===== config.mk =====
export PLATFORM = sky130hd
export DESIGN_NAME = ufb_usart
export DESIGN_NICKNAME = d
export VERILOG_FILES = /design/src/rtl/ufb_pkg.sv /design/src/rtl/ufb_baud.sv /design/src/rtl/ufb_parity.sv /design/src/rtl/ufb_usart.sv
export SDC_FILE = /design/constraint.sdc
export NUM_CORES = 1
export LEC_CHECK = 0
export ABC_AREA = 0
export BUFFER_PORTS_ARGS = -buffer_cell sky130_fd_sc_hd__buf_2
export CORE_MARGIN = 8
export CORE_UTILIZATION = 40
export CTS_BUF_LIST = sky130_fd_sc_hd__clkbuf_4 sky130_fd_sc_hd__clkbuf_8
export DETAILED_ROUTE_END_ITERATION = 6
export GPL_TIMING_DRIVEN = 1
export MAX_ROUTING_LAYER = met4
export PLACE_DENSITY = 0.66
export SETUP_SLACK_MARGIN = 0.4
export SLEW_MARGIN = 20
export SYNTH_ARGS = -nofsm -noshare
export SYNTH_HDL_FRONTEND = slang
export SYNTH_HIERARCHICAL = 1
export SYNTH_SLANG_ARGS = --single-unit

===== constraint.sdc =====
create_clock -name pclk -period 4.06 [get_ports pclk]
set_input_delay 0.203 -clock pclk [delete_from_list [all_inputs] [get_ports pclk]]
set_output_delay 0.203 -clock pclk [all_outputs]
set_load 0.02 [all_outputs]

===== src/rtl/ufb_pkg.sv =====
// package with register map, field layout and timing constants of the serial port
package ufb_pkg;
    // register byte addresses
    localparam logic [7:0] ADDR_FRAME = 8'h00;
    localparam logic [7:0] ADDR_BAUD_HIGH = 8'h04;
    localparam logic [7:0] ADDR_BAUD_LOW = 8'h08;
    localparam logic [7:0] ADDR_CTRL = 8'h0C;
    localparam logic [7:0] ADDR_STATUS = 8'h10;
    localparam logic [7:0] ADDR_IRQ_STAT = 8'h14;
    localparam logic [7:0] ADDR_IRQ_MASK = 8'h18;
    localparam logic [7:0] ADDR_TX_DATA = 8'h1C;
    localparam logic [7:0] ADDR_RX_DATA = 8'h20;
    // frame format field positions
    localparam int MODE_HI = 7;
    localparam int MODE_LO = 6;
    localparam int PAR_HI = 5;
    localparam int PAR_LO = 4;
    localparam int STOP_BIT = 3;
    localparam int SIZE_HI = 2;
    localparam int SIZE_LO = 1;
    localparam int POL_BIT = 0;
    // control register bits
    localparam int CTRL_TXEN = 0;
    localparam int CTRL_RXEN = 1;
    localparam int CTRL_DBL = 2;
    localparam int CTRL_SIZE2 = 3;
    // interrupt status bits
    localparam int IRQ_TXDONE = 0;
    localparam int IRQ_RXDONE = 1;
    localparam int IRQ_PARERR = 2;
    localparam int IRQ_W = 3;
    // reset values and the write mask of the divisor high register
    localparam logic [7:0] FRAME_RESET = 8'h06;
    localparam logic [11:0] BAUD_RESET = 12'h000;
    localparam logic [3:0] BAUD_HIGH_MASK = 4'hF;
    // oversampling ratios
    localparam logic [4:0] OVS_NORMAL = 5'h10;
    localparam logic [4:0] OVS_DOUBLE = 5'h08;
    // mode encodings
    typedef enum logic [1:0] {
        UFB_ASYNC = 2'b00,
        UFB_SYNC = 2'b01,
        UFB_RSVD = 2'b10,
        UFB_MSPI = 2'b11
    } ufb_mode_e;
    // parity encodings
    localparam logic [1:0] PAR_OFF = 2'b00;
    localparam logic [1:0] PAR_EVEN = 2'b10;
    localparam logic [1:0] PAR_ODD = 2'b11;
    // character size codes
    localparam logic [2:0] SIZE_NINE = 3'b111;
    localparam logic [3:0] BITS_NINE = 4'h9;
    localparam logic [3:0] BITS_FIVE = 4'h5;
endpackage


===== src/rtl/ufb_baud.sv =====
// baud prescaler producing one tick per bit time
`timescale 1ns/1ps
`default_nettype none
module ufb_baud (
    input wire logic pclk,
    input wire logic presetn,
    input wire logic ce,
    input wire logic [11:0] divisor,
    input wire logic reload,
    input wire logic [4:0] ovs,
    output logic bit_tick,
    output logic half_tick
);
    import ufb_pkg::*;
    // prescaler count and oversample count
    logic [11:0] pre_cnt;
    logic [4:0] ovs_cnt;
    wire pre_wrap = (pre_cnt == 12'h000);
    wire ovs_last = (ovs_cnt == ovs - 5'h01);
    wire ovs_half = (ovs_cnt == (ovs >> 1) - 5'h01);
    // prescaler divides by divisor+1, oversample by 16 or 8
    always_ff @(posedge pclk or negedge presetn) begin
        if (!presetn) begin
            pre_cnt <= 12'h000;
            ovs_cnt <= 5'h00;
        end else if (ce) begin
            if (reload) begin
                pre_cnt <= divisor;
                ovs_cnt <= 5'h00;
            end else if (pre_wrap) begin
                pre_cnt <= divisor;
                ovs_cnt <= ovs_last ? 5'h00 : ovs_cnt + 5'h01;
            end else begin
                pre_cnt <= pre_cnt - 12'h001;
            end
        end
    end
    // ticks are single cycles when the oversample counter hits its marks
    assign bit_tick = ce && !reload && pre_wrap && ovs_last;
    assign half_tick = ce && !reload && pre_wrap && ovs_half;
endmodule
`default_nettype wire


===== src/rtl/ufb_parity.sv =====
// parity over the active data bits of one character
`timescale 1ns/1ps
`default_nettype none
module ufb_parity (
    input wire logic [8:0] data,
    input wire logic [3:0] nbits,
    input wire logic odd,
    output logic parity
);
    import ufb_pkg::*;
    logic [8:0] used;
    // keep only bits below the character size
    genvar i;
    generate
        for (i = 0; i < 9; i++) begin : g_mask
            assign used[i] = data[i] & (4'(i) < nbits);
        end
    endgenerate
    assign parity = (^used) ^ odd;
endmodule
`default_nettype wire


===== src/rtl/ufb_usart.sv =====
// serial port frame format, baud generator, shift logic and apb registers
// Notes on behaviour
// [RULE1] mode 00 async, 01 sync, 11 spi; mode 11 has no spi logic here and frames as async at x16
// [RULE2] parity 00 off, 10 even, 11 odd
// [RULE3] transmitter appends computed parity bit
// [RULE4] receiver checks parity, flags mismatch
// [RULE5] stop select gives one or two stops
// [RULE6] receiver ignores stop select
// [RULE7] size code gives 5-9 data bits
// [RULE8] polarity picks sync clock edges
// [RULE9] software keeps polarity zero in async
// [RULE10] twelve bit divisor from high/low
// [RULE11] divisor bits 15:12 read zero
// [RULE12] low byte write reloads prescaler
// [RULE13] software avoids divisor change mid frame
// [RULE14] double speed divides by eight
// [RULE15] parity flag follows buffered character
// [RULE16] rate is clock/(16 or 8)/(div+1)
// [RULE17] reset: async, no parity, 8 bits
//
// Implementation choices: the placing of the registers and register access over APB.
`timescale 1ns/1ps
`default_nettype none
module ufb_usart (
    input wire logic pclk,
    input wire logic presetn,
    input wire logic ce,
    input wire logic psel,
    input wire logic penable,
    input wire logic pwrite,
    input wire logic [7:0] paddr,
    input wire logic [31:0] pwdata,
    output logic [31:0] prdata,
    output logic pready,
    output logic pslverr,
    output logic irq,
    input wire logic receive_pin,
    output logic transmit_pin,
    input wire logic sync_clock_pin_in,
    output logic sync_clock_pin_out,
    output logic sync_clock_pin_oe
);
    import ufb_pkg::*;
    ////////////////////////////////////////////////////////////////////////
    // registers
    logic [7:0] frame_format_control;
    logic [3:0] baud_divisor_high;
    logic [7:0] baud_divisor_low;
    logic [3:0] ctrl;
    logic [IRQ_W-1:0] irq_stat;
    logic [IRQ_W-1:0] irq_mask;
    logic [8:0] tx_buf;
    logic tx_full;
    logic [8:0] rx_buf;
    logic rx_full;
    logic parity_error_flag;
    // apb decode
    wire acc = psel && penable;
    wire wr = acc && pwrite && ce;
    wire rd = acc && !pwrite && ce;
    wire hit_frame = (paddr == ADDR_FRAME);
    wire hit_bh = (paddr == ADDR_BAUD_HIGH);
    wire hit_bl = (paddr == ADDR_BAUD_LOW);
    wire hit_ctrl = (paddr == ADDR_CTRL);
    wire hit_stat = (paddr == ADDR_STATUS);
    wire hit_is = (paddr == ADDR_IRQ_STAT);
    wire hit_im = (paddr == ADDR_IRQ_MASK);
    wire hit_tx = (paddr == ADDR_TX_DATA);
    wire hit_rx = (paddr == ADDR_RX_DATA);
    wire mapped = hit_frame || hit_bh || hit_bl || hit_ctrl || hit_stat ||
                  hit_is || hit_im || hit_tx || hit_rx;
    assign pready = 1'b1;
    assign pslverr = acc && !mapped;
    // decoded frame fields
    wire [1:0] operating_mode_select = frame_format_control[MODE_HI:MODE_LO];
    wire [1:0] parity_mode = frame_format_control[PAR_HI:PAR_LO];
    wire stop_bit_select = frame_format_control[STOP_BIT];
    wire [1:0] char_size_low_bits = frame_format_control[SIZE_HI:SIZE_LO];
    wire sync_clock_polarity = frame_format_control[POL_BIT];
    wire char_size_high_bit = ctrl[CTRL_SIZE2];
    wire double_speed = ctrl[CTRL_DBL];
    wire tx_en = ctrl[CTRL_TXEN];
    wire rx_en = ctrl[CTRL_RXEN];
    wire [2:0] size_code = {char_size_high_bit, char_size_low_bits};
    wire [11:0] baud_divisor = {baud_divisor_high, baud_divisor_low};
    wire is_sync = (operating_mode_select == UFB_SYNC); // [RULE1]
    wire is_async = (operating_mode_select == UFB_ASYNC); // [RULE1]
    wire par_on = parity_mode[1]; // [RULE2]
    wire par_odd = (parity_mode == PAR_ODD); // [RULE2]
    // reserved size codes fall back to eight bits
    wire [3:0] nbits = (size_code == SIZE_NINE) ? BITS_NINE :
                       (size_code[2] ? BITS_NINE - 4'h1 :
                        BITS_FIVE + {2'b00, size_code[1:0]}); // [RULE7]
    wire [4:0] ovs = (is_async && double_speed) ? OVS_DOUBLE
                                                 : OVS_NORMAL; // [RULE14]
    ////////////////////////////////////////////////////////////////////////
    // baud generator
    wire reload = wr && hit_bl; // [RULE12]
    // the low byte being written goes straight into the prescaler
    wire [11:0] next_divisor = reload ? {baud_divisor_high, pwdata[7:0]}
                                      : baud_divisor; // [RULE12]
    logic bit_tick;
    logic half_tick;
    ufb_baud u_baud (
        .pclk(pclk),
        .presetn(presetn),
        .ce(ce),
        .divisor(next_divisor),
        .reload(reload),
        .ovs(ovs),
        .bit_tick(bit_tick),
        .half_tick(half_tick)
    ); // [RULE16]
    ////////////////////////////////////////////////////////////////////////
    // pin synchronisers
    logic rx_s1, rx_s2, xck_s1, xck_s2, xck_d;
    always_ff @(posedge pclk or negedge presetn) begin
        if (!presetn) begin
            rx_s1 <= 1'b1;
            rx_s2 <= 1'b1;
            xck_s1 <= 1'b0;
            xck_s2 <= 1'b0;
            xck_d <= 1'b0;
        end else if (ce) begin
            rx_s1 <= receive_pin;
            rx_s2 <= rx_s1;
            xck_s1 <= sync_clock_pin_in;
            xck_s2 <= xck_s1;
            xck_d <= xck_s2;
        end
    end
    // external sync clock edges; polarity picks which one changes data
    wire xck_rise = xck_s2 && !xck_d;
    wire xck_fall = !xck_s2 && xck_d;
    wire sync_chg = sync_clock_polarity ? xck_fall : xck_rise; // [RULE8]
    wire sync_smp = sync_clock_polarity ? xck_rise : xck_fall; // [RULE8]
    // the port is a sync slave: it never drives the clock pin
    assign sync_clock_pin_out = 1'b0;
    assign sync_clock_pin_oe = 1'b0;
    wire tx_step = is_sync ? sync_chg : bit_tick;
    wire rx_smp = is_sync ? sync_smp : half_tick;
    ////////////////////////////////////////////////////////////////////////
    // transmitter: start, data, optional parity, one or two stops
    logic [8:0] tx_sh;
    logic [3:0] tx_cnt;
    logic [3:0] tx_len;
    logic tx_busy;
    logic tx_par;
    // parity frozen at load, so a new buffer write cannot alter it
    logic tx_par_q;
    ufb_parity u_txpar (
        .data(tx_buf),
        .nbits(nbits),
        .odd(par_odd),
        .parity(tx_par)
    ); // [RULE3]
    wire [3:0] frame_len = nbits + {3'b000, par_on} + 4'h1 +
                           {3'b000, stop_bit_select}; // [RULE5]
    wire tx_load = tx_en && tx_full && !tx_busy && tx_step;
    wire tx_done = tx_busy && tx_step && (tx_cnt == tx_len);
    always_ff @(posedge pclk or negedge presetn) begin
        if (!presetn) begin
            tx_busy <= 1'b0;
            tx_cnt <= 4'h0;
            tx_len <= 4'h0;
            tx_sh <= 9'h000;
            tx_par_q <= 1'b0;
            transmit_pin <= 1'b1;
        end else if (ce) begin
            if (tx_load) begin
                tx_busy <= 1'b1;
                tx_cnt <= 4'h0;
                tx_len <= frame_len;
                tx_sh <= tx_buf;
                tx_par_q <= tx_par; // [RULE3]
                transmit_pin <= 1'b0;
            end else if (tx_done) begin
                tx_busy <= 1'b0;
                transmit_pin <= 1'b1;
            end else if (tx_busy && tx_step) begin
                tx_cnt <= tx_cnt + 4'h1;
                if (tx_cnt < nbits) begin
                    transmit_pin <= tx_sh[0];
                    tx_sh <= {1'b0, tx_sh[8:1]};
                end else if (par_on && tx_cnt == nbits) begin
                    transmit_pin <= tx_par_q; // [RULE3]
                end else begin
                    transmit_pin <= 1'b1; // [RULE5]
                end
            end
        end
    end
    ////////////////////////////////////////////////////////////////////////
    // receiver: stop select is never consulted here [RULE6]
    logic rx_busy;
    logic [3:0] rx_cnt;
    logic [8:0] rx_sh;
    logic rx_par;
    wire rx_start = rx_en && !rx_busy && !rx_s2 && rx_smp;
    wire rx_last = rx_busy && rx_smp &&
                   (rx_cnt == nbits + {3'b000, par_on} + 4'h1);
    // shift right aligns first bit at index zero once nbits are in
    wire [8:0] rx_word = rx_sh >> (BITS_NINE - nbits);
    ufb_parity u_rxpar (
        .data(rx_word),
        .nbits(nbits),
        .odd(par_odd),
        .parity(rx_par)
    ); // [RULE4]
    logic rx_pbit;
    always_ff @(posedge pclk or negedge presetn) begin
        if (!presetn) begin
            rx_busy <= 1'b0;
            rx_cnt <= 4'h0;
            rx_sh <= 9'h000;
            rx_pbit <= 1'b0;
        end else if (ce) begin
            if (rx_start) begin
                rx_busy <= 1'b1;
                rx_cnt <= 4'h1;
            end else if (rx_last) begin
                rx_busy <= 1'b0;
            end else if (rx_busy && rx_smp) begin
                rx_cnt <= rx_cnt + 4'h1;
                if (rx_cnt <= nbits) begin
                    rx_sh <= {rx_s2, rx_sh[8:1]};
                end else begin
                    rx_pbit <= rx_s2;
                end
            end
        end
    end
    wire rx_bad = par_on && (rx_pbit != rx_par); // [RULE4]
    wire rx_read = rd && hit_rx;
    ////////////////////////////////////////////////////////////////////////
    // data buffers and parity flag tied to the buffered character
    always_ff @(posedge pclk or negedge presetn) begin
        if (!presetn) begin
            tx_buf <= 9'h000;
            tx_full <= 1'b0;
            rx_buf <= 9'h000;
            rx_full <= 1'b0;
            parity_error_flag <= 1'b0;
        end else if (ce) begin
            if (wr && hit_tx && !tx_full) begin
                tx_buf <= pwdata[8:0];
                tx_full <= 1'b1;
            end else if (tx_load) begin
                tx_full <= 1'b0;
            end
            if (rx_last) begin
                rx_buf <= rx_word;
                rx_full <= 1'b1;
                parity_error_flag <= rx_bad; // [RULE15]
            end else if (rx_read || !rx_en) begin
                rx_full <= 1'b0;
                parity_error_flag <= 1'b0; // [RULE15]
            end
        end
    end
    ////////////////////////////////////////////////////////////////////////
    // configuration registers
    always_ff @(posedge pclk or negedge presetn) begin
        if (!presetn) begin
            frame_format_control <= FRAME_RESET; // [RULE17]
            baud_divisor_high <= BAUD_RESET[11:8]; // [RULE17]
            baud_divisor_low <= BAUD_RESET[7:0];
            ctrl <= 4'h0;
            irq_mask <= '0;
        end else if (wr) begin
            if (hit_frame) begin
                frame_format_control <= pwdata[7:0];
            end else if (hit_bh) begin
                baud_divisor_high <= pwdata[3:0] & BAUD_HIGH_MASK; // [RULE10]
            end else if (hit_bl) begin
                baud_divisor_low <= pwdata[7:0]; // [RULE10]
            end else if (hit_ctrl) begin
                ctrl <= pwdata[3:0];
            end else if (hit_im) begin
                irq_mask <= pwdata[IRQ_W-1:0];
            end
        end
    end
    // sticky events; a new event wins over a write-one clear
    wire [IRQ_W-1:0] ev = {rx_last && rx_bad, rx_last, tx_done};
    wire [IRQ_W-1:0] clr = (wr && hit_is) ? pwdata[IRQ_W-1:0] : '0;
    always_ff @(posedge pclk or negedge presetn) begin
        if (!presetn) begin
            irq_stat <= '0;
        end else if (ce) begin
            irq_stat <= (irq_stat & ~clr) | ev;
        end
    end
    assign irq = |(irq_stat & irq_mask);
    ////////////////////////////////////////////////////////////////////////
    // read mux; reserved divisor bits read zero [RULE11]
    wire [31:0] rdata =
        hit_frame ? {24'h000000, frame_format_control} :
        hit_bh ? {28'h0000000, baud_divisor_high} :
        hit_bl ? {24'h000000, baud_divisor_low} :
        hit_ctrl ? {28'h0000000, ctrl} :
        hit_stat ? {27'h0000000, parity_error_flag, rx_busy, tx_busy,
                    rx_full, tx_full} :
        hit_is ? {29'h00000000, irq_stat} :
        hit_im ? {29'h00000000, irq_mask} :
        hit_rx ? {23'h000000, rx_buf} : 32'h00000000;
    always_ff @(posedge pclk or negedge presetn) begin
        if (!presetn) begin
            prdata <= 32'h00000000;
        end else if (ce && psel && !penable && !pwrite) begin
            prdata <= rdata;
        end
    end
endmodule
`default_nettype wire


==> metrics <==
Crit. Startpoint=frame_format_control[1]; grt ovf=0; CTS Sinks=roughly 120; Worst VDD drop=~0.19 mV; Cell Rows=50; ANT cells=0; post-layout min period=~3500 ps; post-synth top area share=between 30% and 40%; worst path buffer plus inverter count=1; synthesized flop and latch total=about 120; Design Area, Final=approximately 8500 µm²; Synth area leaders=dfrtp_1 (37%), mux2_2 (13%), ha_1 (3.9%); Async SR Flop Fraction=100%; Worst setup EP type=flop; H-tree Lvls=4; port bufs=36; first-pass GRT wire length=between 20,000 and 30,000 µm; crit path cell chain=ha_1 > nand2b_4 > ha_1 > inv_1 > nand2_2 > nor2_2 > o311ai_2 > xnor3_1 > xnor2_2 > xnor3_1 > xnor2_1 > nor2_1 > nand4_1 > a21bo_2; CP max stage delay=roughly 600 ps; die height=roughly 150 µm; Post-Syn Area=about 7600 µm²; ys flop type=dfrtp_1; Power Total=roughly 2.8 mW; final wirelength=about 18,000 µm; initial antenna violation count=0; vias=~5,700; dominant cell type by area after synthesis=dfrtp_1; number of CTS-inserted buffers=17; PnR worst setup slack=roughly 520 ps; hpwl dp=13,400 µm; share of cells above drive strength 1=about 27%; static leakage=between 4 and 5 nW; clock slew at reported path FFs=70 ps; core area=18,700 µm²; Worst path depth=14; reg2reg end=irq_stat[2]; startpoint type of the worst setup path=flop; setup TNS=0 ps; RSZ-0062 raised after global routing=true; Post-DRT Antenna Nets=0; r2r startpoint=frame_format_control[1]; # setup viols final=0; end of the critical path=irq_stat[2]; footprint of the multi-input gates=approximately 4400 µm²; Cells after Synth=between 700 and 800; Slew HR=between 30% and 40%; NetSw=around 0.75 mW; most frequent cells after synthesis=dfrtp_1 (112), mux2_2 (85), nand2_1 (38), inv_1 (33), nor2_1 (32); Clk pwr share=about two fifths; CTS tree=done; sequential-to-total area share from yosys stat=38.4%; Final Max Tran Viols=0; # Post-CTS Setup Buffers=0; Distinct cells, synth=89; CP Class=reg2reg; largest net degree at the start of global routing=74; outcome=finished, final reports clean; Required @ worst endpoint=about 4400 ps; vias in the first global route=5,441; Die X=between 150 and 200 µm; switch share=27.1%; CP max stage cell=dfstp_2; combinational power share=approximately an eighth; FILL cells=roughly 1,800; Hold Fails Final Rpt=0; Max Clk Rate=between 0.2 and 0.3 GHz; Sequential Power Share=47.4%; register area=2930 µm²; P&R area growth vs syn=11.8%; Starting Density=between 40% and 50%; reg2reg setup slack=a little over 500 ps; Int Pwr=2.02 mW; Synth Warn #=6; die area=around 24,000 µm²; Final Skew=roughly 14 ps; Mapped Avg Cell Area=10.6 µm²; Crit Path Max Fanout=7; First-pass DRT Iterations=5; PwrDens=325 nW/µm²; Setup WS pre-CTS=289 ps; most frequent cell after synthesis=dfrtp_1; Routed wire per std cell=approximately 18 µm; num ports=86; EDFF count, synth=0; fin nets=850; Max Cap Viol=0; worst skew pair latency=~430 ps; worst slew pin tran=~990 ps; DP Area=approximately 8000 µm²; Root Buffer=clkbuf_8; Clock Path Buffers=2; DR vias/cell=5.56; worst hold path type=in2reg; R2R depth=14; GR Util All Layers=between 15 and 20%; GP Congestion=0.871; Critical Path AT=just under 4000 ps; 1st-iter DRT viols=between 400 and 500; period utilization=between 80% and 90%; Top delay family on crit path=XOR/XNOR gates; DRC violations left=0
flip-flops by register name, summed over array words and instances (netlist names), 3 cells and up:
register	cells
tx_len	4
u_baud/pre_cnt	12
baud_divisor_high	4
ctrl	4
u_baud/ovs_cnt	5
baud_divisor_low	8
rx_sh	9
irq_mask	3
tx_buf	9
irq_stat	3
frame_format_control	8
rx_cnt	4
rx_buf	9
tx_cnt	4
tx_sh	9
prdata	9
routing by layer:
layer / global-route usage (%) / share of wire (%) / vias up
met4: 4.76 / 1.4 / 0
li1: - / - / 2726
met3: 3.87 / 5.5 / 13
met5: - / 0 / -
met2: 23.1 / 44 / 163
met1: 21.4 / 49 / 2784
per-stage QoR:
stage          hold slack [ps]  instances  utilization [%]
4_1_cts                   45.4       1023             45.5
2_1_floorplan            -92.6        754                -
3_5_place_dp               423        989             43.1
6_report                  78.3       1023             45.6
3_3_place_gp               415        989             43.1
5_1_grt                   35.9       1023             45.6
how the worst min path moves through the flow:
stage,from,end,slack [ps],cells after the start
CTS,pwdata[5],tx_buf[5],50,2
global route,pwdata[5],baud_divisor_low[5],40,2
finish,pwdata[5],tx_buf[5],80,2
detailed placement,presetn,tx_cnt[1],420,1
floorplan,presetn,baud_divisor_high[0],-90,0
global placement,presetn,tx_cnt[2],410,1
power groups by stage:
stage / Clock [mW] / Combinational [mW] / Sequential [mW]
final: 1.13 / 0.325 / 1.31
after global routing: 1.22 / 0.363 / 1.32
after CTS: 1.17 / 0.325 / 1.31
after detailed placement: 0 / 0.322 / 1.33
after global placement: 0 / 0.315 / 1.33
after floorplan: 0 / 0.216 / 1.33
final cells by class:
class / count / share of cell area [%]
clock buffers: 19 / 2.92
clock inverters: 11 / 1.88
inverters: 36 / 1.69
multi-input cells: 549 / 51.6
flip-flops and latches: 117 / 34.4
well taps: 234 / 3.43
repair buffers: 57 / 4.11
timing repair:
action	4_1_cts	5_1_grt
endpoints found under the hold margin	69	0
cloned	0	0
hold buffers	4	0
pin swaps	0	0
gates resized for setup	1	4
endpoints found under the setup margin	2	20
logic make-up (layout without fill, tap and decap cells):
logic type	count (synthesis)	count (layout)	share of synthesized area [%]
compound gates	149	149	14.1
xor+xnor	39	39	5.56
fa+ha+maj	24	24	3.93
buf+inv	88	123	6.03
flops	117	117	38.4
mux	119	119	18.1
other cells	2	36	0.0984
simple gates	182	182	13.7
cells in the final DEF (no fill, tap or decap), types with 9 or more instances in the layout:
| cell type | n |
|---|---|
| a21o_1 | 10 |
| a21oi_1 | 29 |
| and3_1 | 9 |
| buf_2 | 35 |
| buf_4 | 18 |
| clkbuf_8 | 17 |
| conb_1 | 36 |
| dfrtp_1 | 112 |
| ha_1 | 23 |
| inv_1 | 32 |
| mux2_2 | 85 |
| mux2_4 | 9 |
| mux2i_1 | 22 |
| nand2_1 | 37 |
| nand3_1 | 26 |
| nor2_1 | 31 |
| nor3_1 | 9 |
| o21ai_0 | 26 |
| xnor2_1 | 22 |
| xor2_1 | 10 |
(Power assumes the default switching activity.)
